`config.mk`:
```
export PLATFORM = sky130hd
export DESIGN_NAME = adcsq_top
export DESIGN_NICKNAME = d
export VERILOG_FILES = /design/src/design/adcsq_pkg.sv /design/src/design/adcsq_top.sv /design/src/design/adcsq_spi_slave.sv
export VERILOG_INCLUDE_DIRS = /design/src /design/src/design
export SDC_FILE = /design/constraint.sdc
export NUM_CORES = 1
export LEC_CHECK = 0
export BUFFER_PORTS_ARGS = -buffer_cell sky130_fd_sc_hd__clkbuf_2
export CORE_ASPECT_RATIO = 2
export CORE_UTILIZATION = 50
export DETAILED_ROUTE_END_ITERATION = 6
export PLACE_DENSITY = 0.7
export SLEW_MARGIN = 10
export SYNTH_ARGS = -nofsm -noshare
export SYNTH_HDL_FRONTEND = slang
export SYNTH_SLANG_ARGS = --single-unit
```
`constraint.sdc`:
```
create_clock -name mclk -period 2.85 [get_ports mclk]
set_input_delay 0.285 -clock mclk [delete_from_list [all_inputs] [get_ports mclk]]
set_output_delay 0.285 -clock mclk [all_outputs]
set_load 0.01 [all_outputs]
```
`src/design/adcsq_defs.svh`:
```
/*
 constants of the scan sequencer: timing counts, widths, SPI framing.
 assumes mclk at 100 MHz; included by the package and the design files.
*/
`ifndef ADCSQ_DEFS_SVH
`define ADCSQ_DEFS_SVH
`define ADCSQ_CLK_MHZ 100
`define ADCSQ_SLOT_US 125
`define ADCSQ_SLOT_CYC (`ADCSQ_SLOT_US * `ADCSQ_CLK_MHZ)
`define ADCSQ_CONV_US 122
`define ADCSQ_CONV_CYC (`ADCSQ_CONV_US * `ADCSQ_CLK_MHZ)
`define ADCSQ_SAMPLE_CYC 200
`define ADCSQ_SAR_BITS 10
`define ADCSQ_NCH 8
`define ADCSQ_SHARED_CH 3'h5
`define ADCSQ_LAST_CH 3'h7
`define ADCSQ_DEV_ADDR 2'h0
`define ADCSQ_SPI_CMD_BITS 8
`define ADCSQ_SPI_DATA_BITS 16
`define ADCSQ_CMD_READ 3'h1
`endif

```
`src/design/adcsq_pkg.sv`:
```
/*
 types of the scan sequencer.
 assumes adcsq_defs.svh on the include path.
*/
`include "adcsq_defs.svh"
package adcsq_pkg;
    typedef logic [`ADCSQ_SAR_BITS-1:0] adcsq_code_t;
    typedef logic [2:0] adcsq_ch_t;
    typedef enum logic [1:0]
    {
        ADCSQ_IDLE = 2'h0,
        ADCSQ_SAMPLE = 2'h1,
        ADCSQ_CONVERT = 2'h3,
        ADCSQ_WAIT = 2'h2
    } adcsq_state_e;
    // analog front end control and answer
    typedef struct packed
    {
        adcsq_ch_t ch;
        logic comp_sel;
        logic sample;
        adcsq_code_t trial;
    } adcsq_afe_ctl_s;
    typedef struct packed
    {
        logic sck;
        logic mosi;
        logic ss_n;
    } adcsq_spi_in_s;
endpackage

```
`src/design/adcsq_top.sv`:
```
/*
 eight channel SAR scan sequencer with offset compensation, result RAM,
 active low scan done line and SPI read port.
 assumes an external comparator and capacitor DAC driven by afe_ctl.
*/
`timescale 1ns/1ns
`include "adcsq_defs.svh"
// Operation
// - each input is sampled and then resolved bit by bit into a 10-bit code.
// - sampling plus conversion of one channel finishes inside 125 us.
// - channels 0-4, 6, 7 are converted every 1 ms on a fixed self-timed schedule.
// - the slot of channel 5 alternates between input 5 and the offset channel.
// - results are corrected by the offset measured on the internal channel.
// - after all eight channels the results are written to the result RAM.
// - the scan done line goes low when channel 7 conversion ends.
// - host accesses over SPI at up to 2 Mbaud with no real-time constraint.
// - serial output is high impedance when deselected or in reset.
// - the first two command bits address the device, the next three must be the read command, the last three pick the channel.
module adcsq_top
(
    // clock and reset
    input wire logic mclk,
    input wire logic rstn,
    input wire logic clk_en,
    // analog front end
    output adcsq_pkg::adcsq_afe_ctl_s afe_ctl,
    input wire logic cmp_in,
    // host side
    output logic scan_done_n,
    input wire adcsq_pkg::adcsq_spi_in_s spi_in,
    output logic miso_o,
    output logic miso_oe
);
    import adcsq_pkg::*;
    adcsq_state_e st_q;
    logic [13:0] slot_q;
    logic [13:0] step_q;
    adcsq_ch_t ch_q;
    logic comp_q;
    adcsq_code_t sar_q;
    logic [3:0] bit_q;
    adcsq_code_t offs_q;
    adcsq_code_t raw_q [`ADCSQ_NCH];
    adcsq_code_t ram_q [`ADCSQ_NCH];
    adcsq_code_t ram_rd;
    adcsq_ch_t rd_addr;
    logic rd_pulse;
    logic slot_end;
    logic conv_end;
    logic scan_start;
    adcsq_code_t corr;
    assign slot_end = (slot_q == 14'(`ADCSQ_SLOT_CYC - 1));
    assign scan_start = slot_end && (ch_q == `ADCSQ_LAST_CH);
    assign conv_end = (st_q == ADCSQ_CONVERT) && (bit_q == 4'h0)
        && (step_q == 14'h0000);
    // -----------------------------------------
    // fixed slot timer, 8 x 125 us = 1 ms
    // -----------------------------------------
    always_ff @(posedge mclk or negedge rstn)
    begin
        if (!rstn)
        begin
            slot_q <= 14'h0000;
            ch_q <= 3'h0;
            comp_q <= 1'b0;
        end
        else if (clk_en && st_q != ADCSQ_IDLE)
        begin
            if (slot_end)
            begin
                slot_q <= 14'h0000;
                ch_q <= ch_q + 3'h1;
                if (ch_q == `ADCSQ_SHARED_CH)
                    comp_q <= ~comp_q;
            end
            else
                slot_q <= slot_q + 14'h0001;
        end
    end
    // -----------------------------------------
    // sample and SAR conversion
    // -----------------------------------------
    always_ff @(posedge mclk or negedge rstn)
    begin
        if (!rstn)
        begin
            st_q <= ADCSQ_IDLE;
            step_q <= 14'h0000;
            sar_q <= '0;
            bit_q <= 4'h0;
        end
        else if (clk_en)
        begin
            unique case (st_q)
                ADCSQ_IDLE, ADCSQ_WAIT:
                begin
                    if (slot_end || st_q == ADCSQ_IDLE)
                    begin
                        st_q <= ADCSQ_SAMPLE;
                        step_q <= 14'(`ADCSQ_SAMPLE_CYC - 1);
                    end
                end
                ADCSQ_SAMPLE:
                begin
                    if (step_q == 14'h0000)
                    begin
                        st_q <= ADCSQ_CONVERT;
                        bit_q <= 4'(`ADCSQ_SAR_BITS - 1);
                        sar_q <= 10'h200;
                        step_q <= 14'((`ADCSQ_CONV_CYC - `ADCSQ_SAMPLE_CYC) / 10 - 1);
                    end
                    else
                        step_q <= step_q - 14'h0001;
                end
                ADCSQ_CONVERT:
                begin
                    if (step_q != 14'h0000)
                        step_q <= step_q - 14'h0001;
                    else
                    begin
                        if (!cmp_in)
                            sar_q[bit_q] <= 1'b0;
                        if (bit_q == 4'h0)
                            st_q <= ADCSQ_WAIT;
                        else
                        begin
                            sar_q[bit_q - 4'h1] <= 1'b1;
                            bit_q <= bit_q - 4'h1;
                            step_q <= 14'((`ADCSQ_CONV_CYC - `ADCSQ_SAMPLE_CYC) / 10 - 1);
                        end
                    end
                end
            endcase
        end
    end
    // -----------------------------------------
    // raw capture, offset, correction
    // -----------------------------------------
    adcsq_code_t final_code;
    assign final_code = cmp_in ? sar_q : (sar_q & ~(10'h001));
    assign corr = (final_code > offs_q) ? final_code - offs_q : 10'h000;
    always_ff @(posedge mclk or negedge rstn)
    begin
        if (!rstn)
        begin
            offs_q <= '0;
            for (int i = 0; i < `ADCSQ_NCH; i++)
                raw_q[i] <= '0;
        end
        else if (clk_en && conv_end)
        begin
            if (ch_q == `ADCSQ_SHARED_CH && comp_q)
                offs_q <= final_code;
            else
                raw_q[ch_q] <= corr;
        end
    end
    // -----------------------------------------
    // result RAM, written once per scan
    // -----------------------------------------
    logic copy_q;
    always_ff @(posedge mclk or negedge rstn)
    begin
        if (!rstn)
            copy_q <= 1'b0;
        else if (clk_en)
            copy_q <= conv_end && (ch_q == `ADCSQ_LAST_CH);
    end
    generate
        for (genvar g = 0; g < `ADCSQ_NCH; g++)
        begin : g_ram
            always_ff @(posedge mclk or negedge rstn)
            begin
                if (!rstn)
                    ram_q[g] <= '0;
                else if (clk_en && copy_q)
                    ram_q[g] <= raw_q[g];
            end
        end
    endgenerate
    assign ram_rd = ram_q[rd_addr];
    // -----------------------------------------
    // scan done line
    // -----------------------------------------
    always_ff @(posedge mclk or negedge rstn)
    begin
        if (!rstn)
            scan_done_n <= 1'b1;
        else if (clk_en)
        begin
            if (copy_q)
                scan_done_n <= 1'b0;
            else if (scan_start || rd_pulse)
                scan_done_n <= 1'b1;
        end
    end
    always_comb
    begin
        afe_ctl.ch = ch_q;
        afe_ctl.comp_sel = (ch_q == `ADCSQ_SHARED_CH) && comp_q;
        afe_ctl.sample = (st_q == ADCSQ_SAMPLE);
        afe_ctl.trial = sar_q;
    end
    // -----------------------------------------
    // SPI read port
    // -----------------------------------------
    adcsq_spi_slave u_spi
    (
        .mclk(mclk),
        .rstn(rstn),
        .clk_en(clk_en),
        .spi_in(spi_in),
        .miso_o(miso_o),
        .miso_oe(miso_oe),
        .rd_addr(rd_addr),
        .rd_data(ram_rd),
        .rd_pulse(rd_pulse)
    );
    // -----------------------------------------
    // checks
    // -----------------------------------------
    conv_in_slot_a: assert property (@(posedge mclk) disable iff (!rstn)
        conv_end |-> slot_q < 14'(`ADCSQ_CONV_CYC))
        else $error("conversion past slot");
    slot_period_a: assert property (@(posedge mclk) disable iff (!rstn)
        clk_en && slot_end |=> slot_q == 14'h0000)
        else $error("slot timer not restarted");
    shared_alt_a: assert property (@(posedge mclk) disable iff (!rstn)
        clk_en && slot_end && ch_q == `ADCSQ_SHARED_CH |=> comp_q != $past(comp_q))
        else $error("shared slot did not alternate");
    irq_low_a: assert property (@(posedge mclk) disable iff (!rstn)
        clk_en && conv_end && ch_q == `ADCSQ_LAST_CH && !scan_start
        ##1 clk_en |=> !scan_done_n)
        else $error("scan done not asserted");
    ram_copy_a: assert property (@(posedge mclk) disable iff (!rstn)
        clk_en && copy_q |=> ram_q[0] == $past(raw_q[0]))
        else $error("result ram not written");
    irq_rel_a: assert property (@(posedge mclk) disable iff (!rstn)
        clk_en && rd_pulse && !copy_q |=> scan_done_n)
        else $error("scan done not released");
    offs_corr_a: assert property (@(posedge mclk) disable iff (!rstn)
        clk_en && conv_end && afe_ctl.comp_sel |=> offs_q == $past(final_code))
        else $error("offset not captured");
    sample_first_a: assert property (@(posedge mclk) disable iff (!rstn)
        st_q == ADCSQ_CONVERT |-> $past(st_q) != ADCSQ_IDLE)
        else $error("convert without sample");
    irq_cov_c: cover property (@(posedge mclk) disable iff (!rstn) $fell(scan_done_n));
    offs_cov_c: cover property (@(posedge mclk) disable iff (!rstn) conv_end && afe_ctl.comp_sel);
    read_cov_c: cover property (@(posedge mclk) disable iff (!rstn) rd_pulse);
endmodule

```
`src/design/adcsq_spi_slave.sv`:
```
/*
 SPI slave (mode 0) reading the result RAM: command byte, then 16 data bits.
 assumes SPI pins synchronous to mclk, SCK at most 2 MHz.
*/
`timescale 1ns/1ns
`include "adcsq_defs.svh"
module adcsq_spi_slave
(
    // clock and reset
    input wire logic mclk,
    input wire logic rstn,
    input wire logic clk_en,
    // pins
    input wire adcsq_pkg::adcsq_spi_in_s spi_in,
    output logic miso_o,
    output logic miso_oe,
    // ram port
    output adcsq_pkg::adcsq_ch_t rd_addr,
    input wire adcsq_pkg::adcsq_code_t rd_data,
    output logic rd_pulse
);
    import adcsq_pkg::*;
    logic sck_q;
    logic [4:0] cnt_q;
    logic [7:0] cmd_q;
    logic [15:0] sh_q;
    logic sel_q;
    logic rise;
    logic fall;
    assign rise = spi_in.sck & ~sck_q;
    assign fall = ~spi_in.sck & sck_q;
    assign rd_addr = cmd_q[2:0];
    // -----------------------------------------
    // frame counter and command capture
    // -----------------------------------------
    always_ff @(posedge mclk or negedge rstn)
    begin
        if (!rstn)
        begin
            sck_q <= 1'b0;
            cnt_q <= 5'h00;
            cmd_q <= 8'h00;
        end
        else if (clk_en)
        begin
            sck_q <= spi_in.sck;
            if (spi_in.ss_n)
                cnt_q <= 5'h00;
            else if (rise)
            begin
                if (cnt_q < 5'(`ADCSQ_SPI_CMD_BITS))
                    cmd_q <= {cmd_q[6:0], spi_in.mosi};
                if (cnt_q != 5'h18)
                    cnt_q <= cnt_q + 5'h01;
            end
        end
    end
    // -----------------------------------------
    // address match, shift out, ram read strobe
    // -----------------------------------------
    always_ff @(posedge mclk or negedge rstn)
    begin
        if (!rstn)
        begin
            sh_q <= 16'h0000;
            sel_q <= 1'b0;
            rd_pulse <= 1'b0;
        end
        else if (clk_en)
        begin
            rd_pulse <= 1'b0;
            if (spi_in.ss_n)
                sel_q <= 1'b0;
            else if (fall && cnt_q == 5'(`ADCSQ_SPI_CMD_BITS))
            begin
                sel_q <= (cmd_q[7:6] == `ADCSQ_DEV_ADDR) && (cmd_q[5:3] == `ADCSQ_CMD_READ);
                rd_pulse <= (cmd_q[7:6] == `ADCSQ_DEV_ADDR) && (cmd_q[5:3] == `ADCSQ_CMD_READ);
                sh_q <= {6'h00, rd_data};
            end
            else if (fall && cnt_q > 5'(`ADCSQ_SPI_CMD_BITS))
                sh_q <= {sh_q[14:0], 1'b0};
        end
    end
    assign miso_oe = sel_q & ~spi_in.ss_n & rstn;
    assign miso_o = sh_q[15];
    miso_hiz_a: assert property (@(posedge mclk) disable iff (!rstn)
        spi_in.ss_n |-> !miso_oe)
        else $error("miso driven while deselected");
endmodule

```
# Word-level counts from Yosys, hierarchy flattened
# Cells that the tools add are included.
[op_classes]
add_sub_neg = 6
multipliers = 0
div = 0
magnitude_cmp = 10
n_eq_ne = 15
shifts = 0
n_mux = 46
n_bitwise = 14
reduce_logical = 42
[op_table]
columns = ["cell", "count"]
rows = [
  ["$mux 10", 11],
  ["$bwmux 80", 1],
  ["$mux 14", 5],
  ["$pmux 14 s3", 1],
  ["$mux 16", 2],
  ["$bmux 10 s3", 1],
  ["$demux 10 s3", 1],
  ["$pmux 10 s2", 1],
  ["$mux 5", 3],
  ["$add 14x1->14 const B", 1],
  ["$eq 14x14->1 const B", 1],
  ["$logic_and 1x1->1", 14],
  ["$logic_not 14->1", 1],
  ["$reduce_bool 14->1", 1],
  ["$reduce_bool 2->1", 7],
  ["$sub 14x1->14 const B", 1],
  ["$mux 4", 3],
  ["$reduce_and 3->1", 4],
  ["$and 10x10->10", 1],
  ["$gt 10x10->1", 1],
  ["$lt 4x5->1 const B", 2],
  ["$not 10->10", 1],
  ["$or 10x10->10", 1],
  ["$reduce_and 2->1", 5],
  ["other kinds (32)", 63],
]
[word_totals]
reg_bits = 252
latchBits = 0
ram_bits = 0
rom_bits = 0
input_bits = 7
out_inout_bits = 18
elab_cells = 165
memories = 0

# Logic depth before layout (Yosys ltp)
# Gate-level depths: netlist of run 1.
[logic_depth]
depth_word = 14
depth_mapped = 10
mapped_depth_nobuf = 9

# By module
# A second synthesis of run 1 with hierarchy kept.
[hier_totals]
cells_unflattened = 1083
area_unflattened_um2 = 12109.1
[by_module_without_submodules]
columns = ["module", "instances", "cells_per_inst", "area_each_um2", "seq_area_each_um2"]
rows = [
  ["adcsq_top", 1, 934, 10448.8, 5506.5],
  ["adcsq_spi_slave", 1, 149, 1660.3, 800.8],
]

# Least setup slack after synthesis of run 1
# OpenSTA, ideal clock, no wires.
[synth_timing]
kind = "register to register"
start = "register step_q[0]"
end = "register raw_q[71] in the netlist's numbering"
setup_ns = 0.127
t_arrival_ns = 2.356
required_time_ns = 2.723
slack_ns = 0.366
stages_incl_launch_ff = 9
path_buffers = 1
period_less_slack_ns = 2.484
cell_sequence = "dfrtp_1 > inv_1 > ha_1 > nor3b_1 > nand3_1 > or4_4 > or3_4 > buf_6 > mux2_1"
[synth_between]
elab_chain_len = 4
[synth_rtl]
columns = ["item", "line", "rtl"]
rows = [
  ["start: declaration", "adcsq_top.sv:37", "logic [13:0] step_q;"],
  ["start signal: assignment", "adcsq_top.sv:100", "step_q <= 14'(`ADCSQ_SAMPLE_CYC - 1);"],
  ["start signal: assignment", "adcsq_top.sv:110", "step_q <= 14'((`ADCSQ_CONV_CYC - `ADCSQ_SAMPLE_CYC) / 10 - 1);"],
  ["start signal: assignment", "adcsq_top.sv:113", "step_q <= step_q - 14'h0001;"],
  ["$logic_not 14->1", "adcsq_top.sv:55", "&& (step_q == 14'h0000);"],
  ["$logic_and 1x1->1", "adcsq_top.sv:55", ""],
  ["$logic_and 1x1->1", "adcsq_top.sv:150", "else if (clk_en && conv_end)"],
  ["$reduce_and 2->1 (no line)", "n/a", ""],
  ["end signal: indexed assignment", "adcsq_top.sv:155", "raw_q[ch_q] <= corr;"],
  ["end: declaration", "adcsq_top.sv:43", "adcsq_code_t raw_q [`ADCSQ_NCH];"],
]
# Every way passes these cells.
# A chain may end at the register's enable or synchronous reset.

# Worst setup path after layout of run 1
[layout_timing]
start = "register sar_q[7]"
end = "register raw_q[74] in the netlist's numbering"
[layout_between]
elab_chain_len = 3
[layout_rtl]
columns = ["item", "line", "rtl"]
rows = [
  ["start: declaration", "adcsq_top.sv:40", "adcsq_code_t sar_q;"],
  ["start signal: assignment", "adcsq_top.sv:89", "sar_q <= '0;"],
  ["start signal: assignment", "adcsq_top.sv:109", "sar_q <= 10'h200;"],
  ["start signal: indexed assignment", "adcsq_top.sv:122", "sar_q[bit_q] <= 1'b0;"],
  ["$gt 10x10->1", "adcsq_top.sv:141", "assign corr = (final_code > offs_q) ? final_code - offs_q : 10'h000;"],
  ["$mux 10", "adcsq_top.sv:141", ""],
  ["$bwmux 80", "adcsq_top.sv:155", ""],
]
# Every way passes these cells.

==> results.py, run 1 <==
metrics = {
    "die": {
        "dieArea_mm2": 0.0241,
        "die_h_um": 219,
        "io_pins": 25,
        "initial_core_util_pct": 50.8,
        "core_mm2": 0.0231,
        "num_rows": 79,
        "fp.dieW_um": 110,
    },
    "status": {
        "outcome": "completed",
    },
    "min_path": {
        "hold_end": "u_spi.sck_q",
        "hold_class": "input port to flop",
        "hold_path_depth": 3,
        "hp-start": "spi_in[2]",
    },
    "cts": {
        "numCtsBuffers": 22,
        "clock_latency_ps": 520,
        "cts_tree": "done",
        "htree_levels": 1,
        "cts_root_buf": "clkbuf_16",
        "cts_sinks": 252,
        "clockBufferDepth": 3,
        "post_cts_buffers": 0,
        "clk_pin_slew_ps": 70,
    },
    "layout": {
        "layout-drive-gt1-share_pct": 28.6,
        "layout_commonest_cell": "dfrtp_1",
        "fillers": 1988,
        "multi_input_area_mm2": 0.00512,
        "area_delta_synth_final_pct": 12.5,
        "layout_common_cells": "251 x dfrtp_1, 152 x mux2_2, 94 x nand2_1, 58 x o21ai_0, 45 x nor2_1",
        "layout.cells.non_filler": 1312,
        "final_nets": 1044,
        "seqCellArea_mm2": 0.00631,
        "num_antenna_cells": 0,
    },
    "worst_setup_path": {
        "required_ps": 3230,
        "r2r_start": "sar_q[7]",
        "rr_worst_depth": 7,
        "regToRegSetupSlack_ps": 190,
        "end_kind": "flop",
        "crit_type": "flop to flop",
        "startpoint_type": "flop",
        "worstPathMaxFanout": 9,
        "reg2reg_to": "raw_q[74]",
        "arrival_ps": 3040,
    },
    "route": {
        "post_drt_wl_per_cell_um": 19.0,
        "firstDrtPassIters": 4,
        "drtIter0Drc": 250,
        "via_per_inst": 5.77,
        "drtAntennaViolNets": 0,
        "wl_um": 25000,
        "drc": 0,
        "vias": 7569,
    },
    "global_route": {
        "grt_pass1_vias": 7972,
        "grt_pass1_wl_um": 40900,
        "grt.total_usage_pct": 22.1,
        "antenna_found_initial": 0,
        "grt_overflow": 0,
        "grt_start_max_net_pins": 150,
    },
    "timing": {
        "fmax_mhz": 376,
        "setup_viol": 0,
        "finalClockSkew_ps": 17.5,
        "report.final.slew_viol_count": 0,
        "setup_tns_ps": 0,
        "rsz0062_at_grt": "false",
        "hold_viol_final": 0,
        "finalCritPeriodShare_pct": 93.2,
        "finalCriticalPeriod_ps": 2660,
        "holdWs_ps": 16.6,
        "max_slew.worst_pin.slew_ps": 836,
        "slew_headroom_pct": 44.2,
    },
    "yosys": {
        "synth-seq-cells": 252,
        "synth_cells": 971,
        "ys_warn_count": 0,
        "netlist_area_mm2": 0.0117,
        "synthFlopType": "dfrtp_1",
        "synthArstFlopShare_pct": 100,
        "yosysTopAreaCellShare_pct": 53.5,
        "synth_top_area_cell": "dfrtp_1",
        "yosys.area_share.simple_pct": 10.4,
        "avgSynthCellArea_um2": 12.1,
        "synth_xor_area_share_pct": 1.42,
        "syn_nets": 1002,
        "synth_fa_ha_area_share_pct": 2.62,
        "synth_compound_area_share_pct": 8.03,
        "synthTopCellsByArea": "dfrtp_1 54%, mux2_2 15%, mux4_2 3.8%, nand2_1 3.0%, o21ai_0 2.5%",
        "yosysSeqAreaShare_pct": 53.7,
        "synth_top_family_by_area": "multiplexers",
        "synth_cell_types": 65,
        "synth-edff-count": 0,
        "synth_mux_area_share_pct": 20.9,
    },
    "pwr": {
        "leakagePower_nw": 6.47,
        "power.internal_mw": 6.36,
        "ir_worst_vdd_v": 0.000601,
        "clock_power_share_pct": 38.0,
        "comb_power_share_pct": 15.1,
        "switching_share_pct": 27.0,
        "p_sw_mw": 2.35,
        "p_seq_share_pct": 46.9,
        "powerDensity_mw_per_mm2": 659,
        "total_power_mw": 8.71,
    },
    "placement": {
        "dp_hpwl_um": 17600,
        "gp_congestion": 0.835,
        "io_buffers": 24,
        "dp_cells": 1270,
    },
    "run": {
        "drv_cap": 0,
    },
}
## Yosys cell counts (4+ instances only)
library cell,n
nor3b_1,4
and3_1,8
nor2b_1,10
a22o_1,14
mux2i_1,10
nor2_1,46
inv_1,28
nand3_1,29
mux2_2,152
buf_4,9
o31ai_1,7
xnor2_1,13
dfrtp_1,251
nand2_1,95
nor3_1,17
clkbuf_1,30
o21ai_0,58
mux2_1,16
nand2b_1,10
nand4_1,9
a21oi_1,25
mux4_2,20
a31oi_1,7
ha_1,23
a21o_1,4
buf_1,9
xor2_1,6
## area by class of cell
type	count	area share, %
well taps	283	2.68
clock buffers	32	4.84
inverters	28	0.796
repair buffers	69	3.86
clock inverters	8	1.27
multi-input cells	640	38.8
flip-flops and latches	252	47.8
## worst max-delay path, stage by stage (launching register included)
cell and delay, ps:
dfrtp_1 450, ha_1 390, a211o_1 310, a21oi_1 320, nand3_1 140, o311ai_2 230, nor2_1 310, mux2_1 370
## layer usage
metal	wire, um	track usage [%]	vias up
met2	14400	42.7	107
met1	9040	23.7	3866
met5	0	0	-
met3	573	2.21	57
li1	-	-	3539
met4	915	8.68	0
## power by group through the flow
stage                     Sequential, mW  Combinational [mW]  Clock (mW)
after floorplan                     4.00               0.913           0
after global placement              4.13                1.30           0
after detailed placement            4.14                1.32           0
after CTS                           4.08                1.33        3.38
after global routing                4.12                1.45        3.50
final                               4.08                1.31        3.31
## registers in the layout, summed over array words and instances (netlist names)
register / cells
u_spi.sh_q: 16
u_spi.sel_q: 1
copy_q: 1
raw_q: 80
ram_q: 80
sar_q: 10
comp_q: 1
u_spi.cmd_q: 8
step_q: 14
st_q: 2
u_spi.rd_pulse: 1
slot_q: 14
scan_done_n: 1
bit_q: 4
u_spi.sck_q: 1
offs_q: 10
u_spi.cnt_q: 5
ch_q: 3
## through the flow
stage | setup WS, ps | util, % | area (um2)
after floorplan | 366 | - | 11700
after global placement | 142 | 53.5 | 12400
after detailed placement | 126 | 53.5 | 12400
after CTS | 104 | 57.1 | 13200
after global routing | 27.7 | 57.1 | 13200
final | 194 | 57.1 | 13200
## cell families after synthesis
kind of cell / count (synthesis)
buffers and inverters: 79
DFF: 252
and+or+nand+nor: 251
muxes: 199
AOI/OAI and AO/OA: 147
adders and majority gates: 24
xor gates and xnor gates: 19
## how the worst max path moves through the flow
stage / startpoint / end / slack (ps) / cells past startpoint
after floorplan: step_q[0] / raw_q[71] / 370 / 8
after global placement: cmp_in / raw_q[1] / 140 / 10
after detailed placement: step_q[0] / raw_q[48] / 130 / 7
after CTS: step_q[0] / raw_q[45] / 100 / 7
after global routing: sar_q[7] / raw_q[74] / 30 / 6
final: sar_q[7] / raw_q[74] / 190 / 7
## timing repair
item                                    CTS  global route
gates resized for setup                   0             2
hold endpoints to repair                108             0
endpoints found under the setup margin    0            21
hold buffers                              2             0
No activity file was read; power rests on OpenSTA's default activity.
==> run 2: changes to the inputs <==
--- a/config.mk
+++ b/config.mk
@@ -14,4 +14,5 @@
 export SLEW_MARGIN = 10
 export SYNTH_ARGS = -nofsm -noshare
 export SYNTH_HDL_FRONTEND = slang
+export SYNTH_HIERARCHICAL = 1
 export SYNTH_SLANG_ARGS = --single-unit
==> results.py, run 2 <==
metrics = {
    "status": {
        "outcome": "completed",
    },
    "global_route": {
        "grt_start_max_net_pins": 95,
        "use_met1_pct": 25.2,
        "grt.total_usage_pct": 23.5,
        "antenna_found_initial": 0,
        "busiest_layer": "met2",
        "grt_util_met3_pct": 2.24,
        "grt_pass1_vias": 8842,
        "grt_pass1_wl_um": 46100,
        "grt_overflow": 0,
        "grtUsageMet2_pct": 45.8,
    },
    "pwr": {
        "ir_worst_vdd_v": 0.000437,
        "clock_power_share_pct": 42.5,
        "leakagePower_nw": 6.19,
        "switching_share_pct": 24.1,
        "p_sw_mw": 1.89,
        "comb_power_share_pct": 7.6,
        "power.internal_mw": 5.95,
        "powerDensity_mw_per_mm2": 587,
        "p_seq_share_pct": 49.9,
    },
    "placement": {
        "io_buffers": 24,
        "dp_hpwl_um": 19600,
        "post_dp_cell_area_mm2": 0.0125,
        "gp_congestion": 1.04,
    },
    "worst_setup_path": {
        "worstPathMaxFanout": 15,
        "cp.buffers_inverters": 1,
        "reg2reg_to": "raw_q[71]",
        "crit_path_max_incr_delay_ps": 400,
        "crit_type": "flop to flop",
        "cp_slowest_cell": "fa_1",
        "critPathMostFrequentCell": "nand2_1",
        "regToRegSetupSlack_ps": 210,
        "rr_worst_depth": 9,
        "required_ps": 3270,
        "critPathTopFamily": "simple AND/OR/NAND/NOR gates",
        "arrival_ps": 3050,
        "startpoint_type": "flop",
        "r2r_start": "sar_q[0]",
        "end_kind": "flop",
        "worstPathCellList": "nand2_1 -> ha_1 -> fa_1 -> nor2b_1 -> o2111ai_1 -> nand3_1 -> nand2_1 -> buf_4 -> o31ai_1",
    },
    "timing": {
        "finalCritPeriodShare_pct": 92.6,
        "slew_headroom_pct": 37.2,
        "fmax_mhz": 379,
        "max_slew.worst_pin.slew_ps": 927,
        "holdWs_ps": 19.5,
        "report.final.slew_viol_count": 0,
        "finalClockSkew_ps": 7.85,
        "finalCriticalPeriod_ps": 2640,
        "setup_tns_ps": 0,
        "setup_viol": 0,
        "hold_viol_final": 0,
        "rsz0062_at_grt": "false",
    },
    "die": {
        "initial_core_util_pct": 50.8,
        "num_rows": 80,
        "die_h_um": 222,
        "fp.dieW_um": 112,
        "core_mm2": 0.0238,
        "io_pins": 25,
        "dieArea_mm2": 0.0249,
    },
    "route": {
        "firstDrtPassIters": 5,
        "post_drt_wl_per_cell_um": 20.0,
        "vias": 8398,
        "drtAntennaViolNets": 0,
        "wl_um": 27900,
        "drc": 0,
        "via_per_inst": 6.02,
        "drtIter0Drc": 517,
    },
    "yosys": {
        "avgSynthCellArea_um2": 11.2,
        "syn_nets": 1114,
        "synth_commonest_cells": "251 x dfrtp_1, 126 x nand2_1, 108 x mux2_2",
        "yosysTopAreaCellShare_pct": 51.9,
        "synthFlopType": "dfrtp_1",
        "synth_cell_types": 79,
        "synth_cells": 1083,
        "synth_top_area_cell": "dfrtp_1",
        "synthArstFlopShare_pct": 100,
        "synth-seq-cells": 252,
        "synth-edff-count": 0,
        "yosysSeqAreaShare_pct": 52.1,
        "ys_warn_count": 6,
        "synth.most_common_cell": "dfrtp_1",
        "synthTopCellsByArea": "dfrtp_1 52%, mux2_2 10%, nand2_1 3.9%, mux4_2 3.7%, o21ai_0 3.7%",
        "netlist_area_mm2": 0.0121,
    },
    "layout": {
        "layout-drive-gt1-share_pct": 22.8,
        "layout_common_cells": "251 x dfrtp_1, 125 x nand2_1, 108 x mux2_2, 90 x o21ai_0, 49 x nor2_1",
        "reg_top3": "ram_q x80, raw_q x80, u_spi/sh_q x16",
        "area_delta_synth_final_pct": 10.3,
        "layout_commonest_cell": "dfrtp_1",
        "num_antenna_cells": 0,
        "fillers": 1991,
        "stdcell_area_mm2": 0.0134,
        "final_nets": 1122,
    },
    "cts": {
        "cts_sinks": 252,
        "clk_pin_slew_ps": 70,
        "clockBufferDepth": 3,
        "clock_latency_ps": 520,
        "cts_root_buf": "clkbuf_16",
        "htree_levels": 1,
        "cts_tree": "done",
        "numCtsBuffers": 23,
    },
    "min_path": {
        "hold_path_depth": 2,
        "hold_class": "input port to flop",
        "hp-start": "spi_in[1]",
        "hold_end": "u_spi/cmd_q[0]",
    },
    "run": {
        "drv_cap": 0,
    },
}
run 2: layer usage:
layer / vias up / share of wire (%)
li1: 3926 / -
met1: 4254 / 37
met2: 160 / 56
met3: 58 / 2.7
met4: 0 / 3.8
met5: - / 0
run 2: repair_timing:
| item | 4_1_cts | 5_1_grt |
|---|---|---|
| setup endpoints to repair | 55 | 4 |
| buffers inserted | 0 | 0 |
| hold buffers | 1 | 0 |
| gates resized for setup | 1 | 1 |
| hold endpoints to repair | 67 | 0 |
run 2: through the flow:
step           worst slack (ps)  total power [mW]  std cells  utilization, %
3_3_place_gp               -131              4.57       1352            52.6
2_1_floorplan               594              4.34       1083               -
6_report                    211              7.84       1394            56.1
4_1_cts                     260              7.92       1394            56.0
5_1_grt                    43.7              8.14       1394            56.1
3_5_place_dp               -124              4.59       1352            52.6
run 2: cells by family after synthesis:
logic type	synth area share, %
XOR/XNOR	1.08
adder cells (fa/ha/maj)	2.54
AND/OR/NAND/NOR	14.2
AO/OA/AOI/OAI	12.6
buffers and inverters	3.74
multiplexers	13.8
flip-flops	52.1
run 2: worst reg2reg max path: stages, from the launching register on:
cell	delay, ps
dfrtp_1	390
nand2_1	90
ha_1	220
fa_1	400
nor2b_1	230
o2111ai_1	160
nand3_1	400
nand2_1	130
buf_4	230
o31ai_1	290
run 2: layout make-up:
type                    count  area (um2)  area share, %
well taps                 287         359           2.69
inverters                  26        97.6          0.731
clock buffers              29         648           4.85
multi-input cells         732        5370           40.2
flip-flops and latches    252        6310           47.2
repair buffers             56         410           3.07
clock inverters            12         166           1.25
run 2: worst max path at each step:
stage                    from  slack, ps         end  depth (start not counted)
detailed placement     cmp_in       -120   raw_q[43]                          8
global route         sar_q[4]         40   raw_q[38]                          6
floorplan           step_q[0]        590  step_q[10]                          7
finish               sar_q[0]        210   raw_q[71]                          9
global placement       cmp_in       -130   raw_q[75]                          8
CTS                  sar_q[0]        260   raw_q[71]                          9
run 2: power by group through the flow:
stage	clock network [mW]	logic [mW]	registers, mW
after floorplan	0	0.444	3.90
after global placement	0	0.598	3.97
after detailed placement	0	0.612	3.98
after CTS	3.39	0.613	3.91
after global routing	3.53	0.668	3.93
final	3.33	0.596	3.91
